--- src/logic/dvsr_defines.svh ---
/*
 * Offsets, field positions, reset values and step codes of the digital
 * volume and soft-mute ramp block.
 * Assumes it is included by bare name from the package and the modules.
 */
`ifndef DVSR_DEFINES_SVH
`define DVSR_DEFINES_SVH

// ============================================================
// Register offsets
`define DVSR_ADDR_LEFT 8'h3d
`define DVSR_ADDR_RIGHT 8'h3e
`define DVSR_ADDR_RAMP 8'h3f

// ============================================================
// Reset values
`define DVSR_RESET_VOLUME 8'h30
`define DVSR_RESET_RAMP 8'h33

// ============================================================
// Field positions in the ramp configuration register
`define DVSR_FALL_RATE_HI 7
`define DVSR_FALL_RATE_LO 6
`define DVSR_FALL_STEP_HI 5
`define DVSR_FALL_STEP_LO 4
`define DVSR_RISE_RATE_HI 3
`define DVSR_RISE_RATE_LO 2
`define DVSR_RISE_STEP_HI 1
`define DVSR_RISE_STEP_LO 0

// ============================================================
// Codes and steps
`define DVSR_CODE_MUTE 8'hff
`define DVSR_RATE_INSTANT 2'h3
`define DVSR_LINK_LEFT 2'h1
`define DVSR_STEP_4DB 8'h08
`define DVSR_STEP_2DB 8'h04
`define DVSR_STEP_1DB 8'h02
`define DVSR_STEP_HALF_DB 8'h01

`endif

--- src/logic/dvsr_pkg.sv ---
/*
 * Types and decode functions of the digital volume ramp block.
 * Assumes the defines header is on the include path.
 */
`include "dvsr_defines.svh"

package dvsr_pkg;

    typedef logic [7:0] dvsr_code_t;
    typedef logic [1:0] dvsr_field_t;

    typedef enum logic [1:0] {
        DVSR_IDLE = 2'b00,
        DVSR_FALL = 2'b01,
        DVSR_HELD = 2'b10,
        DVSR_RISE = 2'b11
    } dvsr_state_e;

    // Step size in half-dB code units.
    function automatic dvsr_code_t dvsr_step(input dvsr_field_t sel);
        dvsr_code_t s;
        case (sel)
            2'h0: s = `DVSR_STEP_4DB;
            2'h1: s = `DVSR_STEP_2DB;
            2'h2: s = `DVSR_STEP_1DB;
            default: s = `DVSR_STEP_HALF_DB;
        endcase
        return s;
    endfunction

    // Last sample count of an update interval (1, 2 or 4 samples).
    function automatic dvsr_field_t dvsr_last(input dvsr_field_t rate);
        dvsr_field_t l;
        case (rate)
            2'h0: l = 2'h0;
            2'h1: l = 2'h1;
            default: l = 2'h3;
        endcase
        return l;
    endfunction

endpackage

--- src/logic/dvsr_regs.sv ---
/*
 * Register file of the volume block: left code, right code, ramp config.
 * Assumes the serial control port in front of it yields one-cycle writes
 * with an address and data already decoded to bytes.
 */
`timescale 1ns/100ps
`include "dvsr_defines.svh"

module dvsr_regs (
    input wire logic clk,
    input wire logic reset_n,
    input wire logic [7:0] reg_addr,
    input wire logic [7:0] reg_wdata,
    input wire logic reg_write,
    output dvsr_pkg::dvsr_code_t reg_rdata,
    output dvsr_pkg::dvsr_code_t left_gain_code,
    output dvsr_pkg::dvsr_code_t right_gain_code,
    output dvsr_pkg::dvsr_code_t ramp_config
);
    import dvsr_pkg::*;

    // ============================================================
    // Storage
    // left code store
    always_ff @(posedge clk or negedge reset_n) begin
        if (!reset_n) begin
            left_gain_code <= `DVSR_RESET_VOLUME;
        end else if (reg_write && reg_addr == `DVSR_ADDR_LEFT) begin
            left_gain_code <= reg_wdata;
        end
    end

    always_ff @(posedge clk or negedge reset_n) begin
        if (!reset_n) begin
            right_gain_code <= `DVSR_RESET_VOLUME;
        end else if (reg_write && reg_addr == `DVSR_ADDR_RIGHT) begin
            right_gain_code <= reg_wdata;
        end
    end

    always_ff @(posedge clk or negedge reset_n) begin
        if (!reset_n) begin
            ramp_config <= `DVSR_RESET_RAMP;
        end else if (reg_write && reg_addr == `DVSR_ADDR_RAMP) begin
            ramp_config <= reg_wdata;
        end
    end

    // ============================================================
    // Readback
    // Unmapped addresses read as zero so the port never returns stale data.
    always_ff @(posedge clk or negedge reset_n) begin
        if (!reset_n) begin
            reg_rdata <= 8'h00;
        end else begin
            case (reg_addr)
                `DVSR_ADDR_LEFT: reg_rdata <= left_gain_code;
                `DVSR_ADDR_RIGHT: reg_rdata <= right_gain_code;
                `DVSR_ADDR_RAMP: reg_rdata <= ramp_config;
                default: reg_rdata <= 8'h00;
            endcase
        end
    end

endmodule // dvsr_regs

--- src/logic/dvsr_top.sv ---
/*
 * Digital volume with soft-mute ramp for a stereo path.
 * Assumes frame_tick pulses for one clock once per audio sample period,
 * and that the link select and mute control bit come from registers
 * kept elsewhere in the device.
 */
`timescale 1ns/100ps
`include "dvsr_defines.svh"

module dvsr_top (
    input wire logic clk,
    input wire logic reset_n,
    input wire logic frame_tick,
    input wire logic soft_mute_pin_n,
    input wire logic soft_mute_bit,
    input wire logic [1:0] gain_link_select,
    input wire logic [7:0] reg_addr,
    input wire logic [7:0] reg_wdata,
    input wire logic reg_write,
    output dvsr_pkg::dvsr_code_t reg_rdata,
    output dvsr_pkg::dvsr_code_t left_gain_out,
    output dvsr_pkg::dvsr_code_t right_gain_out,
    output logic left_muted,
    output logic right_muted,
    output logic ramp_active
);
    import dvsr_pkg::*;

    // ============================================================
    // Registers
    dvsr_code_t left_gain_code;
    dvsr_code_t right_gain_code;
    dvsr_code_t ramp_config;

    dvsr_regs u_regs (
        .clk(clk),
        .reset_n(reset_n),
        .reg_addr(reg_addr),
        .reg_wdata(reg_wdata),
        .reg_write(reg_write),
        .reg_rdata(reg_rdata),
        .left_gain_code(left_gain_code),
        .right_gain_code(right_gain_code),
        .ramp_config(ramp_config)
    );

    // ============================================================
    // Field split
    dvsr_field_t fall_update_rate;
    dvsr_field_t fall_step_size;
    dvsr_field_t rise_update_rate;
    dvsr_field_t rise_step_size;
    dvsr_code_t fall_step;
    dvsr_code_t rise_step;
    dvsr_field_t fall_last;
    dvsr_field_t rise_last;
    logic fall_instant;
    logic rise_instant;

    assign fall_update_rate =
        ramp_config[`DVSR_FALL_RATE_HI:`DVSR_FALL_RATE_LO];
    assign fall_step_size =
        ramp_config[`DVSR_FALL_STEP_HI:`DVSR_FALL_STEP_LO];
    assign rise_update_rate =
        ramp_config[`DVSR_RISE_RATE_HI:`DVSR_RISE_RATE_LO];
    assign rise_step_size =
        ramp_config[`DVSR_RISE_STEP_HI:`DVSR_RISE_STEP_LO];

    assign fall_step = dvsr_step(fall_step_size);
    assign rise_step = dvsr_step(rise_step_size);
    assign fall_last = dvsr_last(fall_update_rate);
    assign fall_instant = (fall_update_rate == `DVSR_RATE_INSTANT);
    assign rise_last = dvsr_last(rise_update_rate);
    assign rise_instant = (rise_update_rate == `DVSR_RATE_INSTANT);

    // ============================================================
    // Mute request and channel targets
    logic mute_req;
    dvsr_code_t target [2];

    assign mute_req = !soft_mute_pin_n || soft_mute_bit;

    // right follows left when the link select is 1
    // Reserved link codes fall back to independent channels.
    assign target[0] = left_gain_code;
    assign target[1] = (gain_link_select == `DVSR_LINK_LEFT) ?
        left_gain_code : right_gain_code;

    // ============================================================
    // Per-channel ramp
    dvsr_code_t chan_gain [2];
    dvsr_state_e chan_state [2];

    genvar ch;
    generate
        for (ch = 0; ch < 2; ch++) begin : g_chan
            dvsr_state_e state;
            dvsr_state_e next_state;
            dvsr_code_t gain;
            dvsr_code_t next_gain;
            dvsr_field_t icount;
            dvsr_field_t next_icount;
            logic [8:0] fall_sum;
            logic [8:0] rise_floor;

            // Nine bits keep the sums from wrapping past mute or +24 dB.
            assign fall_sum = {1'b0, gain} + {1'b0, fall_step};
            assign rise_floor = {1'b0, target[ch]} + {1'b0, rise_step};

            always_comb begin
                next_state = state;
                next_gain = gain;
                next_icount = icount;
                case (state)
                    DVSR_IDLE: begin
                        if (mute_req) begin
                            next_icount = 2'h0;
                            if (fall_instant) begin
                                next_gain = `DVSR_CODE_MUTE;
                                next_state = DVSR_HELD;
                            end else begin
                                next_state = DVSR_FALL;
                            end
                        end else if (frame_tick) begin
                            next_gain = target[ch];
                        end
                    end
                    DVSR_FALL: begin
                        if (!mute_req) begin
                            next_icount = 2'h0;
                            next_state = DVSR_RISE;
                        end else if (fall_instant) begin
                            next_gain = `DVSR_CODE_MUTE;
                            next_state = DVSR_HELD;
                        end else if (frame_tick) begin
                            if (icount >= fall_last) begin
                                next_icount = 2'h0;
                                if (fall_sum >= {1'b0, `DVSR_CODE_MUTE}) begin
                                    next_gain = `DVSR_CODE_MUTE;
                                    next_state = DVSR_HELD;
                                end else begin
                                    next_gain = fall_sum[7:0];
                                end
                            end else begin
                                next_icount = icount + 2'h1;
                            end
                        end
                    end
                    DVSR_HELD: begin
                        next_gain = `DVSR_CODE_MUTE;
                        if (!mute_req) begin
                            next_icount = 2'h0;
                            if (rise_instant) begin
                                next_gain = target[ch];
                                next_state = DVSR_IDLE;
                            end else begin
                                next_state = DVSR_RISE;
                            end
                        end
                    end
                    DVSR_RISE: begin
                        if (mute_req) begin
                            next_icount = 2'h0;
                            next_state = DVSR_FALL;
                        end else if (rise_instant) begin
                            next_gain = target[ch];
                            next_state = DVSR_IDLE;
                        end else if (frame_tick) begin
                            if (icount >= rise_last) begin
                                next_icount = 2'h0;
                                if ({1'b0, gain} <= rise_floor) begin
                                    next_gain = target[ch];
                                    next_state = DVSR_IDLE;
                                end else begin
                                    next_gain = gain - rise_step;
                                end
                            end else begin
                                next_icount = icount + 2'h1;
                            end
                        end
                    end
                    default: begin
                        next_state = DVSR_IDLE;
                        next_icount = 2'h0;
                    end
                endcase
            end

            always_ff @(posedge clk or negedge reset_n) begin
                if (!reset_n) begin
                    state <= DVSR_IDLE;
                end else begin
                    state <= next_state;
                end
            end

            always_ff @(posedge clk or negedge reset_n) begin
                if (!reset_n) begin
                    gain <= `DVSR_RESET_VOLUME;
                end else begin
                    gain <= next_gain;
                end
            end

            always_ff @(posedge clk or negedge reset_n) begin
                if (!reset_n) begin
                    icount <= 2'h0;
                end else begin
                    icount <= next_icount;
                end
            end

            assign chan_gain[ch] = gain;
            assign chan_state[ch] = state;
        end
    endgenerate

    // ============================================================
    // Outputs
    assign left_gain_out = chan_gain[0];
    assign right_gain_out = chan_gain[1];

    assign left_muted = (chan_gain[0] == `DVSR_CODE_MUTE);
    assign right_muted = (chan_gain[1] == `DVSR_CODE_MUTE);

    assign ramp_active = (chan_state[0] == DVSR_FALL) ||
        (chan_state[0] == DVSR_RISE) ||
        (chan_state[1] == DVSR_FALL) ||
        (chan_state[1] == DVSR_RISE);

endmodule // dvsr_top

--- config.mk ---
export PLATFORM = sky130hd
export DESIGN_NAME = dvsr_top
export DESIGN_NICKNAME = d
export VERILOG_FILES = /design/src/logic/dvsr_pkg.sv /design/src/logic/dvsr_regs.sv /design/src/logic/dvsr_top.sv
export VERILOG_INCLUDE_DIRS = /design/src /design/src/logic
export SDC_FILE = /design/constraint.sdc
export NUM_CORES = 1
export LEC_CHECK = 0
export BUFFER_PORTS_ARGS = -buffer_cell sky130_fd_sc_hd__buf_2
export CORE_ASPECT_RATIO = 1.5
export CORE_MARGIN = 10
export CORE_UTILIZATION = 60
export DETAILED_ROUTE_END_ITERATION = 8
export PLACE_DENSITY = 0.76
export SYNTH_ARGS = -nofsm -noshare
export SYNTH_HDL_FRONTEND = slang
export SYNTH_HIERARCHICAL = 1
export SYNTH_SLANG_ARGS = --single-unit
--- constraint.sdc ---
create_clock -name clk -period 5.7 [get_ports clk]
set_clock_uncertainty 0.15 [all_clocks]
set_input_delay 0.57 -clock clk [delete_from_list [all_inputs] [get_ports clk]]
set_output_delay 0.57 -clock clk [all_outputs]
set_load 0.03 [all_outputs]
Yosys cells after proc, flatten, opt, wreduce, memory -nomap -nowiden --
Index checks and enable logic that the tools add are counted.
Storage, ports and cells: register bits 56, input bits 24, output and inout port bits 27, logic and storage cells 189
Cells by class: add/subtract/negate cells 8, $lt $le $gt $ge 8, eq/ne operators 60, multiplexer cells 83, reductions and logical operators 20
Operators with widths (number):
- 8-bit 2-to-1 mux | 30
- 2-bit 2-to-1 mux | 42
- 8-bit case mux with 4 select lines | 2
- 3-bit inequality test (second input constant) | 20
- 4-bit inequality test (second input constant) | 12
- 2-bit case mux with 4 select lines | 4
- 8-bit AND reduction | 4
- 8-bit by 8-bit adder with 9-bit output | 3
- 8-bit by 6-bit == test with 1-bit output (second input constant) | 3
- 4-bit case mux with 3 select lines | 2
- 8-bit case mux with 3 select lines | 1
- 9-bit by 8-bit greater-or-equal comparator with 1-bit output (second input constant) | 2
- 8-bit by 9-bit <= comparator with 1-bit output | 2
- 2-bit == test (second input constant) | 8
- 8-bit == test (second input constant) | 2
- 2-bit inequality test (second input constant) | 8
- 8-bit subtractor | 2
- 2-bit by 1-bit == test with 1-bit output (second input constant) | 7
- 2-bit zero test | 6
- 6-bit AND reduction | 2
- 8-bit by 4-bit adder with 9-bit output | 1
- 2-bit greater-or-equal comparator | 4
- 2-bit case mux with 2 select lines | 2
- 2-bit by 1-bit adder with 2-bit output (second input constant) | 2
- 3 further kinds | 8

Longest topological paths before layout --
depth in word-level cells 10, depth in mapped cells 21

Cells and area by module --
Netlist, hierarchy kept.
By module, submodules not included:
- dvsr_top | times used 1, cells an instance 552, area each 4257.8 um^2, seq. area each 605.6 um^2
- dvsr_regs | times used 1, cells an instance 95, area each 1425.1 um^2, seq. area each 810.8 um^2

Worst setup path after synthesis --
No wires, ideal clock.
path type reg-to-reg, from register u_regs.ramp_config[1], to register g_chan[0].gain[1], in the netlist left_gain_out[1], arrival time 3918 ps, setup slack 1492 ps, cell stages (with the launch flop) 16, period minus slack after synthesis 4208 ps, path through dfstp_2 > nor2b_1 > inv_1 > fa_1 > maj3_2 > o21bai_1 > xnor2_1 > ha_1 > a21oi_1 > nor2_1 > a2111oi_0 > a211oi_2 > and2_4 > buf_6 > a311oi_1 > a311oi_1
On the way: word-level cells in the longest chain between the ends 10, elaborated cells on any way between the ends 13
RTL lines:
- start: declaration | RTL line dvsr_regs.sv:18 | output dvsr_pkg::dvsr_code_t ramp_config
- start signal: assignment | RTL line dvsr_regs.sv:43 | ramp_config <= `DVSR_RESET_RAMP;
- start signal: assignment | RTL line dvsr_regs.sv:45 | ramp_config <= reg_wdata;
- 2-bit == test (tied with other cells) | RTL line dvsr_pkg.sv:22 | case (sel)
- 4-bit case mux with 3 select lines * | RTL line dvsr_pkg.sv:22
- 8-bit by 8-bit adder with 9-bit output | RTL line dvsr_top.sv:108 | assign rise_floor = {1'b0, target[ch]} + {1'b0, rise_step};
- 8-bit by 9-bit <= comparator with 1-bit output | RTL line dvsr_top.sv:171 | if ({1'b0, gain} <= rise_floor) begin
- 8-bit 2-to-1 mux * | RTL line dvsr_top.sv:171
- 8-bit 2-to-1 mux * | RTL line dvsr_top.sv:169 | if (icount >= rise_last) begin
- 8-bit 2-to-1 mux * | RTL line dvsr_top.sv:168 | end else if (frame_tick) begin
- 8-bit 2-to-1 mux * | RTL line dvsr_top.sv:165 | end else if (rise_instant) begin
- 8-bit 2-to-1 mux * | RTL line dvsr_top.sv:162 | if (mute_req) begin
- 8-bit case mux with 4 select lines * | RTL line dvsr_top.sv:114 | case (state)
- end signal: assignment | RTL line dvsr_top.sv:199 | gain <= `DVSR_RESET_VOLUME;
- end signal: assignment | RTL line dvsr_top.sv:201 | gain <= next_gain;
- end: declaration | RTL line dvsr_top.sv:99 | dvsr_code_t gain;
Every way passes the cells marked *; elsewhere a longest branch is shown, timed or not. The select of a mux whose other input is x is not followed. A chain may end at the register's enable or synchronous reset.

Worst setup path in the final report --
from register u_regs.left_gain_code[1], to register g_chan[1].gain[5], in the netlist right_gain_out[5]
On the way: word-level cells in the longest chain between the ends 9
RTL lines:
- start: declaration | RTL line dvsr_regs.sv:16 | output dvsr_pkg::dvsr_code_t left_gain_code,
- start signal: assignment | RTL line dvsr_regs.sv:27 | left_gain_code <= `DVSR_RESET_VOLUME;
- start signal: assignment | RTL line dvsr_regs.sv:29 | left_gain_code <= reg_wdata;
- 8-bit 2-to-1 mux | RTL line dvsr_top.sv:86 | assign target[1] = (gain_link_select == `DVSR_LINK_LEFT) ?
- 8-bit by 8-bit adder with 9-bit output | RTL line dvsr_top.sv:108
- 8-bit by 9-bit <= comparator with 1-bit output | RTL line dvsr_top.sv:171
- 8-bit 2-to-1 mux | RTL line dvsr_top.sv:171
- 8-bit 2-to-1 mux | RTL line dvsr_top.sv:169
- 8-bit 2-to-1 mux | RTL line dvsr_top.sv:168
- 8-bit 2-to-1 mux | RTL line dvsr_top.sv:165
- 8-bit 2-to-1 mux | RTL line dvsr_top.sv:162
- 8-bit case mux with 4 select lines | RTL line dvsr_top.sv:114
- end signal: assignment | RTL line dvsr_top.sv:199
- end signal: assignment | RTL line dvsr_top.sv:201
- end: declaration | RTL line dvsr_top.sv:99
No other way between the ends. The select of a mux whose other input is x is not followed.

==> flow_metrics.env <==
export IMPL_yosys_warnings=6
export IMPL_r2r_slack_ns=1.18
export IMPL_fillers=802
export IMPL_first_iter_violations=424
export IMPL_startpoint="u_regs/left_gain_code[1]"
export IMPL_initial_core_util_pct=61.4
export IMPL_synth_ff_type="dfrtp_1"
export IMPL_switching_share_pct=51.2
export IMPL_die_area_sq_mm=0.0138
export IMPL_fmax_mhz=221
export IMPL_ant_nets=0
export IMPL_drt_pass1_iter_count=6
export IMPL_syn_avg_cell_area_sq_um=8.78
export IMPL_path_clk_slew_ns=0.07
export IMPL_fin_total_pwr_mw=2.64
export IMPL_tightest_slew_ns=0.972
export IMPL_clock_latency_ns=0.31
export IMPL_critPathCapture="right_gain_out[5]"
export IMPL_synthesis_nets=724
export IMPL_crit_type="flip-flop to flip-flop"
export IMPL_fin_crit_sh_pct=79.4
export IMPL_relSlewSlack_pct=35.2
export IMPL_synth_xor_area_share_pct=5.24
export IMPL_globalRouteTotalUtil_pct=23.9
export IMPL_synthCells=647
export IMPL_viasPerCell=6.67
export IMPL_peakVddDrop_mv=0.279
export IMPL_multiInputGateArea_sq_mm=0.00397
export IMPL_layout_min_cycle_time_ns=4.52
export IMPL_cts_tree="done"
export IMPL_r2r_start="u_regs/left_gain_code[1]"
export IMPL_regArea_sq_mm=0.00142
export IMPL_clockBufferDepth=2
export IMPL_rsz0062_at_grt="false"
export IMPL_layout_common_cells="nor2_1, buf_2, ha_1"
export IMPL_num_io_pins=51
export IMPL_synth_simple_area_share_pct=20.4
export IMPL_final_hold_viol_count=0
export IMPL_maxSlewViolCount=0
export IMPL_io_buffers=50
export IMPL_power_frac_comb_pct=59.2
export IMPL_area_delta_synth_final_pct=6.69
export IMPL_tns_ns=0
export IMPL_rows=43
export IMPL_n_antenna_cell=0
export IMPL_power_leakage_nw=2.70
export IMPL_grt_pass1_wl_microns=27100
export IMPL_synth_mux_area_share_pct=10.9
export IMPL_cts_resized=0
export IMPL_cts_root_buf="clkbuf_16"
export IMPL_p_int_mw=1.29
export IMPL_ff2ff_path_depth=19
export IMPL_hp_class="input port to async pin"
export IMPL_grt_pass1_vias=5231
export IMPL_yosysUniqueCellTypes=84
export IMPL_pwr_share_clk_pct=12.3
export IMPL_startpoint_type="flip-flop"
export IMPL_gp_congestion=0.964
export IMPL_synth_adder_area_share_pct=12.7
export IMPL_syn_area_sq_mm=0.00568
export IMPL_core_area_sq_mm=0.00925
export IMPL_wl_per_cell_microns=21.7
export IMPL_utilization_pct=65.5
export IMPL_synthArstFlopShare_pct=100
export IMPL_pwr_share_seq_pct=28.6
export IMPL_crit_path_max_fanout=12
export IMPL_numCtsBuffers=5
export IMPL_netSwitchingPower_mw=1.35
export IMPL_synth_top_family_by_area="compound AO/OA/AOI/OAI gates"
export IMPL_fin_nets=747
export IMPL_grt_max_degree=57
export IMPL_synth_compound_area_share_pct=20.7
export IMPL_cp_required_ns=5.76
export IMPL_drive_gt1_share_pct=20.9
export IMPL_num_vias=5224
export IMPL_routed_wl_microns=17000
export IMPL_post_cts_setup_buffer_count=0
export IMPL_hpwlAfterDp_microns=13100
export IMPL_antenna_found_initial=0
export IMPL_r2r_end="right_gain_out[5]"
export IMPL_synth_edf_count=0
export IMPL_die_width_microns=99.5
export IMPL_cp_arrival_ns=4.59
export IMPL_grt_ovfl_total=0
export IMPL_endpoint_kind="flip-flop"
export IMPL_ys_seq_area_share_pct=24.9
export IMPL_power_density_mw_per_mm2=435
export IMPL_holdBufCountCts=0
export IMPL_maxCapViolations=0
export IMPL_status="finished clean"
export IMPL_drc=0
export IMPL_finalSetupViolCount=0
export IMPL_synth_ff_latch_count=56
export IMPL_cts_sinks=56
export IMPL_layout_commonest_cell="nor2_1"
export IMPL_h_tree_depth=2
export IMPL_die_y_microns=139
[metal layers]
layer / share of wire, % / track usage, %
met5: 0 / 0
met4: 5.0 / 14.3
met3: 5.4 / 4.39
met2: 51 / 41.2
met1: 38 / 26.1
[power by group through the flow]
stage	sequential, mW	combinational (mW)	clock (mW)
floorplan	0.683	1.20	0
global placement	0.747	1.49	0
detailed placement	0.749	1.53	0
CTS	0.742	1.54	0.328
global route	0.764	1.72	0.344
finish	0.754	1.56	0.324
[critical path: stages, from the launching register on]
cell and delay, ns:
dfrtp_1 0.49, inv_1 0.22, nor2_1 0.07, a21oi_1 0.17, inv_1 0.12, ha_1 0.29
a21o_1 0.11, a21oi_1 0.09, nor2b_1 0.11, nor2_1 0.05, or4_1 0.48, xnor2_1 0.15
ha_1 0.32, o21ai_0 0.09, nor2_1 0.10, o221ai_1 0.19, a211oi_4 0.61, mux2i_1 0.28
nand2_1 0.08, a311oi_1 0.27
[cell type report]
class                   instances  share of cell area (%)
multi-input cells             524                    65.5
clock buffers                   6                    2.13
well taps                     112                    2.31
flip-flops and latches         56                    23.4
inverters                      29                    1.80
clock inverters                 2                   0.289
repair buffers                 54                    4.62
[state kept, by name, summed over array words and instances (netlist names)]
name,count
right_gain_out,8
g_chan.state,4
u_regs/right_gain_code,8
left_gain_out,8
u_regs/left_gain_code,8
g_chan.icount,4
u_regs/reg_rdata,8
u_regs/ramp_config,8
[synth_stat cells, types with 13 or more instances]
cell type / instances / area [sq um]
nand3_1: 21 / 105
nand4_1: 13 / 81.3
ha_1: 47 / 588
mux2_2: 29 / 327
nor3_1: 15 / 75.1
inv_1: 28 / 105
xnor2_1: 27 / 236
nand2_1: 44 / 165
clkbuf_1: 27 / 101
nor2_1: 57 / 214
dfrtp_1: 44 / 1100
o21ai_0: 32 / 160
a21oi_1: 40 / 200
[cells by family (layout without fill, tap and decap cells)]
family | after synthesis | after routing
AO/OA/AOI/OAI | 168 | 168
XOR/XNOR | 34 | 34
adder cells (fa/ha/maj) | 54 | 54
buffers and inverters | 67 | 91
flip-flops | 56 | 56
multiplexers | 51 | 51
AND/OR/NAND/NOR | 217 | 217
[metrics by stage]
| stage | instance area [sq um] | hold slack [ns] | cells | setup WS (ns) |
|---|---|---|---|---|
| 2_1_floorplan | 5680 | 0.124 | 647 | 1.49 |
| 5_1_grt | 6060 | 0.319 | 783 | 0.810 |
| 4_1_cts | 6060 | 0.287 | 783 | 1.21 |
| 3_5_place_dp | 5920 | 0.382 | 775 | 1.02 |
| 3_3_place_gp | 5920 | 0.362 | 775 | 1.13 |
| 6_report | 6060 | 0.262 | 783 | 1.18 |
[worst min path at each step]
stage / from / endpoint / slack, ns / cells after the start
finish: reset_n / right_gain_out[7] / 0.26 / 2
CTS: reset_n / right_gain_out[6] / 0.29 / 2
global placement: g_chan[0].icount[1] / g_chan[0].icount[1] / 0.36 / 1
floorplan: reset_n / g_chan[0].icount[0] / 0.12 / 0
detailed placement: g_chan[0].icount[1] / g_chan[0].icount[1] / 0.38 / 1
global route: reset_n / right_gain_out[7] / 0.32 / 2
Note: power is estimated with default switching activity, not from simulation.
